[src/tcoc_defines.svh]
`ifndef TCOC_DEFINES_SVH
`define TCOC_DEFINES_SVH

`define TCOC_ADDR_CTRLA 3'h0
`define TCOC_ADDR_CTRLB 3'h1
`define TCOC_ADDR_COUNT 3'h2
`define TCOC_ADDR_CMPA 3'h3
`define TCOC_ADDR_CMPB 3'h4
`define TCOC_ADDR_CMPC 3'h5
`define TCOC_ADDR_CAPT 3'h6
`define TCOC_ADDR_FLAGS 3'h7

`define TCOC_CTRLA_RST 8'h00
`define TCOC_CTRLB_RST 8'h00
`define TCOC_CTRLB_WMASK 8'hdf
`define TCOC_WGM_HI_MSB 4
`define TCOC_WGM_HI_LSB 3
`define TCOC_CS_MSB 2
`define TCOC_COMA_MSB 7
`define TCOC_COMB_MSB 5
`define TCOC_COMC_MSB 3
`define TCOC_WGM_LO_MSB 1

`define TCOC_DIV8_LIM 10'h007
`define TCOC_DIV64_LIM 10'h03f
`define TCOC_DIV256_LIM 10'h0ff
`define TCOC_DIV1024_LIM 10'h3ff

`define TCOC_TOP_MAX 16'hffff
`define TCOC_TOP_8 16'h00ff
`define TCOC_TOP_9 16'h01ff
`define TCOC_TOP_10 16'h03ff

`endif

[src/tcoc_pkg.sv]
package tcoc_pkg;
	typedef enum logic [2:0] {
		TCOC_NORMAL,
		TCOC_CTC,
		TCOC_FAST,
		TCOC_PC,
		TCOC_PFC,
		TCOC_RSVD
	} tcoc_cls_t;
endpackage

[src/tcoc_top.sv]
// Decided for this implementation: the strobed register port and the register addresses.
`timescale 1ns/1ps
`include "tcoc_defines.svh"
// Operation
// [RQ1] The counter runs on ref_clk alone and the prescaled tick is only a clock enable.
// [RQ2] In phase and frequency correct mode the buffered compare values load at BOTTOM.
// [RQ3] Modes that flag the wrap at BOTTOM set it on the same tick as BOTTOM itself.
// [RQ4] A channel whose two-bit action field is nonzero takes over its pin.
// [RQ5] Software must make each compare pin an output before the waveform shows.
// [RQ6] Action codes decode by mode class: non-PWM, fast PWM or dual-slope PWM.
// [RQ7] Non-PWM: 00 disconnected, 01 toggles, 10 clears, 11 sets on compare match.
// [RQ8] Fast PWM code 01 toggles channel A only, and only in modes 14 and 15.
// [RQ9] Fast PWM code 10 clears on match and sets at TOP; code 11 does the inverse.
// [RQ10] Fast PWM with compare equal to TOP and upper code bit set ignores the match.
// [RQ11] Control A holds actions A, B, C in 7:6, 5:4, 3:2 and mode bits 1:0, reset 0.
// [RQ12] Dual-slope code 10 clears on up-count match and sets on down; 11 inverts.
// [RQ13] The mode is control A bits 1:0 joined with two upper bits in control B.
module tcoc_top
	import tcoc_pkg::*;
(
	input wire logic ref_clk,
	input wire logic resetn,
	input wire logic [2:0] reg_addr,
	input wire logic [15:0] reg_wdata,
	input wire logic reg_wr,
	input wire logic reg_rd,
	output logic [15:0] reg_rdata,
	output logic chan_a_wave_out,
	output logic chan_b_wave_out,
	output logic chan_c_wave_out,
	output logic chan_a_pin_override,
	output logic chan_b_pin_override,
	output logic chan_c_pin_override,
	output logic counter_wrap_flag,
	output logic [2:0] compare_match_flag
);

	logic [7:0] timer1_output_mode_control, timer_control_b;
	logic [15:0] count_value, capture_top_r, rdata_r, top, count_nxt;
	logic [15:0] cmp_buf_r [3];
	logic [15:0] compare_value [3];
	logic [9:0] pre_r, pre_lim;
	logic [3:0] waveform_mode_select;
	logic [2:0] match_flag_r, wave_r, ovr_r, match;
	logic timer_tick_enable, up_r, wrap_r, pre_run, at_top, at_bot, up_eff;
	logic load_evt, wrap_evt, tog_a;
	tcoc_cls_t cls;

	function automatic tcoc_cls_t mode_class(input logic [3:0] m);
		tcoc_cls_t c;
		c = TCOC_RSVD;
		unique case (m)
			4'h0: c = TCOC_NORMAL;
			4'h4, 4'hc: c = TCOC_CTC;
			4'h5, 4'h6, 4'h7, 4'he, 4'hf: c = TCOC_FAST;
			4'h1, 4'h2, 4'h3, 4'ha, 4'hb: c = TCOC_PC;
			4'h8, 4'h9: c = TCOC_PFC;
			4'hd: c = TCOC_RSVD;
		endcase
		return c;
	endfunction
	// One decoder serves all three channels so their behaviour cannot drift apart
	function automatic logic wave_nxt(input logic cur, input logic [1:0] code,
			input tcoc_cls_t c, input logic hit, input logic tp, input logic cmp_top,
			input logic up, input logic tog_ok);
		logic r;
		r = cur;
		unique case (c)
			TCOC_NORMAL, TCOC_CTC: begin
				if (hit && code != 2'b00) begin
					r = (code == 2'b01) ? ~cur : code[0]; // RQ7
				end
			end
			TCOC_FAST: begin
				if (code[1]) begin
					if (tp) begin
						r = ~code[0]; // RQ9
					end else if (hit && !cmp_top) begin
						r = code[0]; // RQ10
					end
				end else if (code[0] && hit && tog_ok) begin
					r = ~cur; // RQ8
				end
			end
			TCOC_PC, TCOC_PFC: begin
				if (hit && code[1]) begin
					r = up ? code[0] : ~code[0]; // RQ12
				end else if (hit && code[0] && tog_ok) begin
					r = ~cur;
				end
			end
			TCOC_RSVD: r = cur;
		endcase
		return r;
	endfunction
	function automatic logic wr_at(input logic [2:0] a);
		return reg_wr && reg_addr == a;
	endfunction
	assign waveform_mode_select = {timer_control_b[`TCOC_WGM_HI_MSB:`TCOC_WGM_HI_LSB],
		timer1_output_mode_control[`TCOC_WGM_LO_MSB:0]}; // RQ13
	assign cls = mode_class(waveform_mode_select); // RQ6
	assign tog_a = (waveform_mode_select[3:1] == 3'b111) || (waveform_mode_select[3:2] == 2'b10);
	always_comb begin
		unique case (waveform_mode_select)
			4'h0, 4'hd: top = `TCOC_TOP_MAX;
			4'h1, 4'h5: top = `TCOC_TOP_8;
			4'h2, 4'h6: top = `TCOC_TOP_9;
			4'h3, 4'h7: top = `TCOC_TOP_10;
			4'h4, 4'h9, 4'hb, 4'hf: top = compare_value[0];
			4'h8, 4'ha, 4'hc, 4'he: top = capture_top_r;
		endcase
	end
	always_comb begin
		pre_run = 1'b1;
		unique case (timer_control_b[`TCOC_CS_MSB:0])
			3'h1: pre_lim = 10'h000;
			3'h2: pre_lim = `TCOC_DIV8_LIM;
			3'h3: pre_lim = `TCOC_DIV64_LIM;
			3'h4: pre_lim = `TCOC_DIV256_LIM;
			3'h5: pre_lim = `TCOC_DIV1024_LIM;
			default: begin
				pre_lim = 10'h000;
				pre_run = 1'b0;
			end
		endcase
	end
	// Tick is a one-cycle enable, never a clock, so everything stays on ref_clk
	always_ff @(posedge ref_clk) begin
		if (!resetn) begin
			pre_r <= 10'h000;
			timer_tick_enable <= 1'b0;
		end else begin
			timer_tick_enable <= pre_run && pre_r >= pre_lim; // RQ1
			pre_r <= (!pre_run || pre_r >= pre_lim) ? 10'h000 : pre_r + 10'h001;
		end
	end
	assign at_top = count_value == top;
	assign at_bot = count_value == 16'h0000;
	assign up_eff = at_bot ? 1'b1 : (at_top ? 1'b0 : up_r);
	always_comb begin
		count_nxt = (count_value == top) ? 16'h0000 : count_value + 16'h0001;
		if (cls == TCOC_PC || cls == TCOC_PFC) begin
			count_nxt = up_eff ? count_value + 16'h0001 : count_value - 16'h0001;
		end
	end
	always_ff @(posedge ref_clk) begin
		if (!resetn) begin
			count_value <= 16'h0000;
			up_r <= 1'b1;
		end else if (wr_at(`TCOC_ADDR_COUNT)) begin
			count_value <= reg_wdata;
		end else if (timer_tick_enable) begin
			count_value <= count_nxt; // RQ1
			up_r <= up_eff;
		end
	end
	always_comb begin
		load_evt = 1'b0;
		wrap_evt = 1'b0;
		unique case (cls)
			TCOC_NORMAL, TCOC_CTC, TCOC_RSVD: wrap_evt = count_value == `TCOC_TOP_MAX;
			TCOC_FAST: begin
				load_evt = at_top;
				wrap_evt = at_top;
			end
			TCOC_PC: begin
				load_evt = at_top;
				wrap_evt = at_bot;
			end
			TCOC_PFC: begin
				load_evt = at_bot; // RQ2
				wrap_evt = at_bot; // RQ3
			end
		endcase
		load_evt = load_evt && timer_tick_enable;
		wrap_evt = wrap_evt && timer_tick_enable;
	end
	// Immediate modes bypass the buffer; buffered modes wait for the load point
	always_ff @(posedge ref_clk) begin
		if (!resetn) begin
			for (int i = 0; i < 3; i++) begin
				cmp_buf_r[i] <= 16'h0000;
				compare_value[i] <= 16'h0000;
			end
		end else begin
			for (int i = 0; i < 3; i++) begin
				if (wr_at(3'(`TCOC_ADDR_CMPA + i))) begin
					cmp_buf_r[i] <= reg_wdata;
				end
				if (wr_at(3'(`TCOC_ADDR_CMPA + i)) && (cls == TCOC_NORMAL || cls == TCOC_CTC)) begin
					compare_value[i] <= reg_wdata;
				end else if (load_evt) begin
					compare_value[i] <= cmp_buf_r[i]; // RQ2
				end
			end
		end
	end
	always_comb begin
		for (int i = 0; i < 3; i++) begin
			match[i] = timer_tick_enable && count_value == compare_value[i];
		end
	end

	always_ff @(posedge ref_clk) begin
		if (!resetn) begin
			wave_r <= 3'h0;
		end else if (timer_tick_enable) begin
			for (int i = 0; i < 3; i++) begin
				wave_r[i] <= wave_nxt(wave_r[i], timer1_output_mode_control[7 - 2 * i -: 2],
					cls, match[i], at_top, compare_value[i] == top, up_eff,
					(i == 0) && tog_a); // RQ6
			end
		end
	end
	// The pin driver itself still needs its direction bit set by software
	always_ff @(posedge ref_clk) begin
		if (!resetn) begin
			ovr_r <= 3'h0;
		end else begin
			for (int i = 0; i < 3; i++) begin
				ovr_r[i] <= |timer1_output_mode_control[7 - 2 * i -: 2]; // RQ4
			end
		end
	end
	// Set beats a same-cycle clear so no event is lost
	always_ff @(posedge ref_clk) begin
		if (!resetn) begin
			wrap_r <= 1'b0;
			match_flag_r <= 3'h0;
		end else begin
			wrap_r <= (wrap_r && !(wr_at(`TCOC_ADDR_FLAGS) && reg_wdata[0])) || wrap_evt; // RQ3
			match_flag_r <= (match_flag_r & ~({3{wr_at(`TCOC_ADDR_FLAGS)}} & reg_wdata[3:1]))
				| match;
		end
	end

	always_ff @(posedge ref_clk) begin
		if (!resetn) begin
			timer1_output_mode_control <= `TCOC_CTRLA_RST;
			timer_control_b <= `TCOC_CTRLB_RST;
			capture_top_r <= 16'h0000;
		end else begin
			if (wr_at(`TCOC_ADDR_CTRLA)) begin
				timer1_output_mode_control <= reg_wdata[7:0]; // RQ11
			end
			if (wr_at(`TCOC_ADDR_CTRLB)) begin
				timer_control_b <= reg_wdata[7:0] & `TCOC_CTRLB_WMASK;
			end
			if (wr_at(`TCOC_ADDR_CAPT)) begin
				capture_top_r <= reg_wdata;
			end
		end
	end

	always_ff @(posedge ref_clk) begin
		if (!resetn) begin
			rdata_r <= 16'h0000;
		end else if (reg_rd) begin
			unique case (reg_addr)
				`TCOC_ADDR_CTRLA: rdata_r <= {8'h00, timer1_output_mode_control}; // RQ11
				`TCOC_ADDR_CTRLB: rdata_r <= {8'h00, timer_control_b};
				`TCOC_ADDR_COUNT: rdata_r <= count_value;
				`TCOC_ADDR_CMPA: rdata_r <= cmp_buf_r[0];
				`TCOC_ADDR_CMPB: rdata_r <= cmp_buf_r[1];
				`TCOC_ADDR_CMPC: rdata_r <= cmp_buf_r[2];
				`TCOC_ADDR_CAPT: rdata_r <= capture_top_r;
				`TCOC_ADDR_FLAGS: rdata_r <= {12'h000, match_flag_r, wrap_r};
			endcase
		end else begin
			rdata_r <= 16'h0000;
		end
	end
	assign reg_rdata = rdata_r;
	assign chan_a_wave_out = wave_r[0];
	assign chan_b_wave_out = wave_r[1];
	assign chan_c_wave_out = wave_r[2];
	assign chan_a_pin_override = ovr_r[0];
	assign chan_b_pin_override = ovr_r[1];
	assign chan_c_pin_override = ovr_r[2];
	assign counter_wrap_flag = wrap_r;
	assign compare_match_flag = match_flag_r;
endmodule

[config.mk]
export PLATFORM = sky130hd
export DESIGN_NAME = tcoc_top
export DESIGN_NICKNAME = d
export VERILOG_FILES = /design/src/tcoc_pkg.sv /design/src/tcoc_top.sv
export VERILOG_INCLUDE_DIRS = /design/src /design/src/src
export SDC_FILE = /design/constraint.sdc
export NUM_CORES = 1
export LEC_CHECK = 0
export BUFFER_PORTS_ARGS = -buffer_cell sky130_fd_sc_hd__buf_4
export CORE_MARGIN = 2
export CORE_UTILIZATION = 54
export DETAILED_ROUTE_END_ITERATION = 7
export HOLD_SLACK_MARGIN = 0.02
export PLACE_DENSITY_LB_ADDON = 0.08
export SETUP_SLACK_MARGIN = 0.5
export SLEW_MARGIN = 10
export SYNTH_ARGS = -nofsm -noshare
export SYNTH_HDL_FRONTEND = slang
export SYNTH_SLANG_ARGS = --single-unit
[constraint.sdc]
create_clock -name ref_clk -period 6.9 [get_ports ref_clk]
set_input_delay 0.345 -clock ref_clk [delete_from_list [all_inputs] [get_ports ref_clk]]
set_output_delay 0.345 -clock ref_clk [all_outputs]
set_load 0.01 [all_outputs]
* Yosys cells after proc, flatten, opt, wreduce, memory -nomap -nowiden *
Memory sizes are Yosys's and may differ from the RTL's.
Cells that the tools add are included.

operators by class
  add/sub/neg operators = 3
  order comparisons = 1
  equality and inequality tests = 55
  mux-type cells = 76
  bitwise gates (word level) = 22
  reduce and logical (&&, ||, !) cells = 68

operator list
  kind                   count
  $mux 16                14
  $pmux 16 s8            1
  $eq 16x16->1           7
  $pmux 16 s6            1
  $mux 1                 54
  $pmux 10 s4            1
  $eq 4x4->1 const B     8
  $logic_and 1x1->1      30
  $eq 3x3->1 const B     9
  $reduce_or 2->1        11
  $eq 3x2->1 const B     6
  $add 16x1->16 const B  1
  $eq 16x16->1 const B   1
  $eq 4x3->1 const B     4
  $logic_not 16->1       1
  $sub 16x1->16 const B  1
  $pmux 1 s3             4
  $reduce_and 6->1       2
  $add 10x1->10 const B  1
  $ge 10x10->1           1
  $ne 2x2->1 const B     5
  $eq 3x1->1 const B     3
  $not 1->1              9
  $or 1x1->1             9
  21 further kinds       41

storage, ports and cells
  register bits after elaboration = 85
  bits in writable memories = 96
  ROM bits = 48
  input bits = 23
  output and inout bits = 26
  word-level logic and storage cells = 242
  memories kept = 3

memory list
  name             depth  bits a word  read ports  clocked after memory_dff  write ports  RTL line        RTL
  (no name shown)  16     3            1           0                         0            tcoc_top.sv:52  unique case (m)
  cmp_buf_r        3      16           3           0                         3            tcoc_top.sv:40  logic [15:0] cmp_buf_r [3];
  compare_value    3      16           3           0                         3            tcoc_top.sv:41  logic [15:0] compare_value [3];

* Longest topological paths before layout *
  depth in word-level cells = 11
  depth in mapped cells = 15
  mapped depth without buffers = 14

* Least setup slack after synthesis *
Ideal clock, no wire load.

  path type = reg2reg
  start point = register timer1_output_mode_control[0]
  end point = memory compare_value[0][0] (enable)
  library setup time = 0.394 ns
  arrival time = 2.919 ns
  data required time = 6.506 ns
  setup slack = 3.586 ns
  stages on the path, launching flop included = 11
  buffers on the path = 3
  clock period less this slack = 3.314 ns
  cells stage by stage = dfxtp_1 buf_4 or4b_4 buf_6 o2bb2ai_4 o221ai_1 or4_1 buf_2 nor4_1 o21ai_0 o211ai_1

RTL lines
  item                    RTL line         RTL
  start, declared         tcoc_top.sv:38   logic [7:0] timer1_output_mode_control, timer_control_b;
  start signal, assigned  tcoc_top.sv:239  timer1_output_mode_control <= `TCOC_CTRLA_RST;
  start signal, assigned  tcoc_top.sv:244  timer1_output_mode_control <= reg_wdata[7:0];
  end, declared           tcoc_top.sv:41

==> qor.csv <==
stage,metric,value,unit
run_status,run status,completed,
power,Combinational Power Share,0.135,
logic_synthesis,largest area contributor in the netlist,edfxtp_1,
logic_synthesis,post-synthesis register bit count,181,
power,register share of total power,0.482,
logic_synthesis,Post-Synthesis Cell Area,11200,um^2
timing,final critical-path share of the clock period,0.703,
logic_synthesis,number of flops mapped to enable cells by yosys,96,
timing,RSZ-0062 raised after global routing,false,
clock_tree,CTS Sinks,181,
final_layout,fraction of layout cells with a size suffix above 1,0.109,
floorplanning,CORE AREA,20300,um^2
drt,via count,9731,
logic_synthesis,Synth Instances,1210,
clock_tree,PostCTS Resize Cnt,0,
final_layout,area of the multi-input gates,6080,um^2
logic_synthesis,sequential fraction of the synthesis area,0.410,
setup_path,"Arr. time, crit path",5.15,ns
power,Internal Power,0.00185,W
timing,Tmin final,4.85,ns
placed_design,pre-CTS WS,2.17,ns
final_layout,"Cell Count, Final, Fillers Out",1484,
global_route,met1 usage,0.484,
setup_path,critical-path maximum fanout,47,
timing,Slew @ Worst Pin,1.22,ns
drt,ANT nets after route,0,
final_layout,P&R area growth vs syn,9.01,%
timing,# setup viols final,0,
placed_design,dpl hpwl,26900,um
drt,TritonRoute pass-1 iters,5,
run,max_cap viols,0,
logic_synthesis,Ys Warns,0,
setup_path,Worst Reg-to-Reg Cells,8,
floorplanning,row count,52,
global_route,first-pass GRT wire length,56900,um
timing,clock skew,0.0144,ns
floorplanning,die width,148,um
setup_path,"Req. time, crit path",7.19,ns
drt,drt first-iter violations,1193,
placed_design,Inst Count DP,1452,
final_layout,register area,4580,um^2
timing,Slew Limit Headroom,0.186,
clock_tree,postcts setup bufs,0,
power,Clk pwr share,0.382,
min_path,Hold Path Cell Cnt,3,
final_layout,nets,1240,
timing,worst setup margin,2.05,ns
placed_design,gpl congestion,1.02,
setup_path,Crit Path Category,flip-flop to flip-flop,
drt,Remaining DRCs,0,
global_route,largest net degree at the start of global routing,75,
logic_synthesis,largest cells by area after synthesis,"edfxtp_1 (26%), dfxtp_1 (15%), xnor2_1 (5.7%)",
final_layout,ANT cells,0,
logic_synthesis,"Primary FF master, synth",edfxtp_1,
power,Switching Fraction,0.297,
logic_synthesis,post-synth net total,1249,
global_route,met2 Use GR,0.529,
floorplanning,Initial Util,0.551,
logic_synthesis,"Distinct cells, synth",86,
clock_tree,TritonCTS clock tree,yes,
logic_synthesis,most frequent cells after synthesis,"nand2_1 (130), edfxtp_1 (96), dfxtp_1 (85)",
timing,Final TNS setup,0,ns
floorplanning,Die ar.,21900,um^2
logic_synthesis,Yosys top cell area share,0.258,
power,leakage,4.22,nW
clock_tree,H-Tree Depth,4,
timing,count of pins over their slew limit,0,
timing,Final Hold Viols,0,
clock_tree,CTS Buf Count,17,
power,switching power total,0.000779,W
power,worst vdd ir,0.176,mV
timing,Peak Freq,206,MHz
drt,Routed WL,37700,um
power,cell area power density,215,nW/um^2
setup_path,critical-path cell with the highest stage delay,a21oi_4,
clock_tree,worst skew pair latency,0.44,ns
clock_tree,root buf cell,clkbuf_16,
drt,wire length per cell,25.4,um
floorplanning,IO Count,49,
clock_tree,Max clock buf depth,2,
setup_path,CP Capture Type,flip-flop,
clock_tree,Clock Pin Slew Worst Setup and Hold Paths,0.08,ns
global_route,met3 usage,0.0750,
global_route,initial antenna violation count,1,
logic_synthesis,synthesized area per cell,9.24,um^2
placed_design,PortBufs,48,
global_route,vias in the first global route,9139,
global_route,Overflow after GRT,0,
final_layout,fill count,1822,
logic_synthesis,most frequent cell after synthesis,nand2_1,
min_path,Hold Path Class,input pin to flip-flop,
setup_path,Max stage delay on crit path,1.04,ns
logic_synthesis,"FFs w/ async S/R, synth",0,
floorplanning,chip height,148,um
setup_path,critical-path cell list,or4b_4 > o2bb2ai_2 > o21ai_1 > or4_1 > nor4_1 > o21ai_0 > a21oi_4 > a22o_1,
setup_path,Startpoint Class,flip-flop,
global_route,Most Crowded Layer GR,met2,
clock_tree,hold_buf cts,0,
drt,vias per std cell,6.56,
global_route,gr usage total,0.348,
[power by group through the flow]
| stage | combinational (W) | sequential (W) | clock, W |
|---|---|---|---|
| 6_report | 0.000355 | 0.00127 | 0.00100 |
| 5_1_grt | 0.000384 | 0.00127 | 0.00105 |
| 4_1_cts | 0.000350 | 0.00126 | 0.00101 |
| 3_5_place_dp | 0.000348 | 0.00129 | 0 |
| 3_3_place_gp | 0.000347 | 0.00129 | 0 |
| 2_1_floorplan | 0.000257 | 0.00124 | 0 |
[cells by family after synthesis]
logic type               Yosys count  share of synthesized area
AND/OR/NAND/NOR                  409                      0.184
AO/OA/AOI/OAI                    345                      0.227
adder cells (fa/ha/maj)           16                     0.0179
XOR/XNOR                         105                     0.0823
flip-flops                       181                      0.410
buffers and inverters            123                     0.0475
multiplexers                      31                     0.0311
[layer usage]
| metal | share of wire | routed length (um) | vias up |
|---|---|---|---|
| met4 | 0.041 | 1560 | 2 |
| met1 | 0.41 | 15600 | 4681 |
| met5 | 0.00035 | 13 | - |
| met3 | 0.10 | 3820 | 99 |
| met2 | 0.44 | 16700 | 507 |
| li1 | - | - | 4442 |
[metrics by stage]
stage,hold slack (ns),power [W],util,area (um^2)
after global routing,0.232,0.00271,0.600,12200
after detailed placement,0.474,0.00164,0.571,11600
after floorplan,0.437,0.00150,-,11200
final,0.212,0.00263,0.600,12200
after CTS,0.211,0.00262,0.600,12200
after global placement,0.470,0.00164,0.571,11600
[cell usage in the layout (no fill, tap or decap), types with 29 or more instances in the layout]
master / n
nand2_1: 130
edfxtp_1: 96
dfxtp_1: 85
nor2_1: 78
xnor2_1: 73
buf_4: 62
o21ai_0: 55
a22o_1: 51
a21oi_1: 47
inv_1: 32
xor2_1: 32
nand3_1: 32
a21boi_0: 29
[worst max-delay path: cells and delay by family (launching register included)]
family / cells / cell delay, ns
AO/OA/AOI/OAI: 5 / 2.15
flip-flops: 1 / 0.88
AND/OR/NAND/NOR: 3 / 1.64
[sequential cells by signal, indices dropped and copies added (netlist names)]
| name | count |
|---|---|
| compare_match_flag | 3 |
| timer_control_b | 7 |
| timer1_output_mode_control | 8 |
| timer_tick_enable | 1 |
| up_r | 1 |
| ovr_r | 3 |
| counter_wrap_flag | 1 |
| wave_r | 3 |
| count_value | 16 |
| pre_r | 10 |
| reg_rdata | 16 |
| cmp_buf_r | 48 |
| capture_top_r | 16 |
| compare_value | 48 |
[cell type report]
class                      count  area share
tap                          270      0.0277
clock buffer                  18      0.0352
sequential                   181       0.376
inverter                      33      0.0102
timing repair buffer          62      0.0382
clock inverter                14      0.0130
multi-input combinational    906       0.499
[path summary, 6_finish.rpt]
path | start | endpoint | slack [ns]
max reg2reg | timer_control_b[3] | compare_value[2][12] | 2.05
max | timer_control_b[3] | compare_value[2][12] | 2.05
min | reg_wdata[12] | capture_top_r[12] | 0.21
min reg2reg | wave_r[2] | wave_r[2] | 0.49
Power figures use the tool's default switching activity.
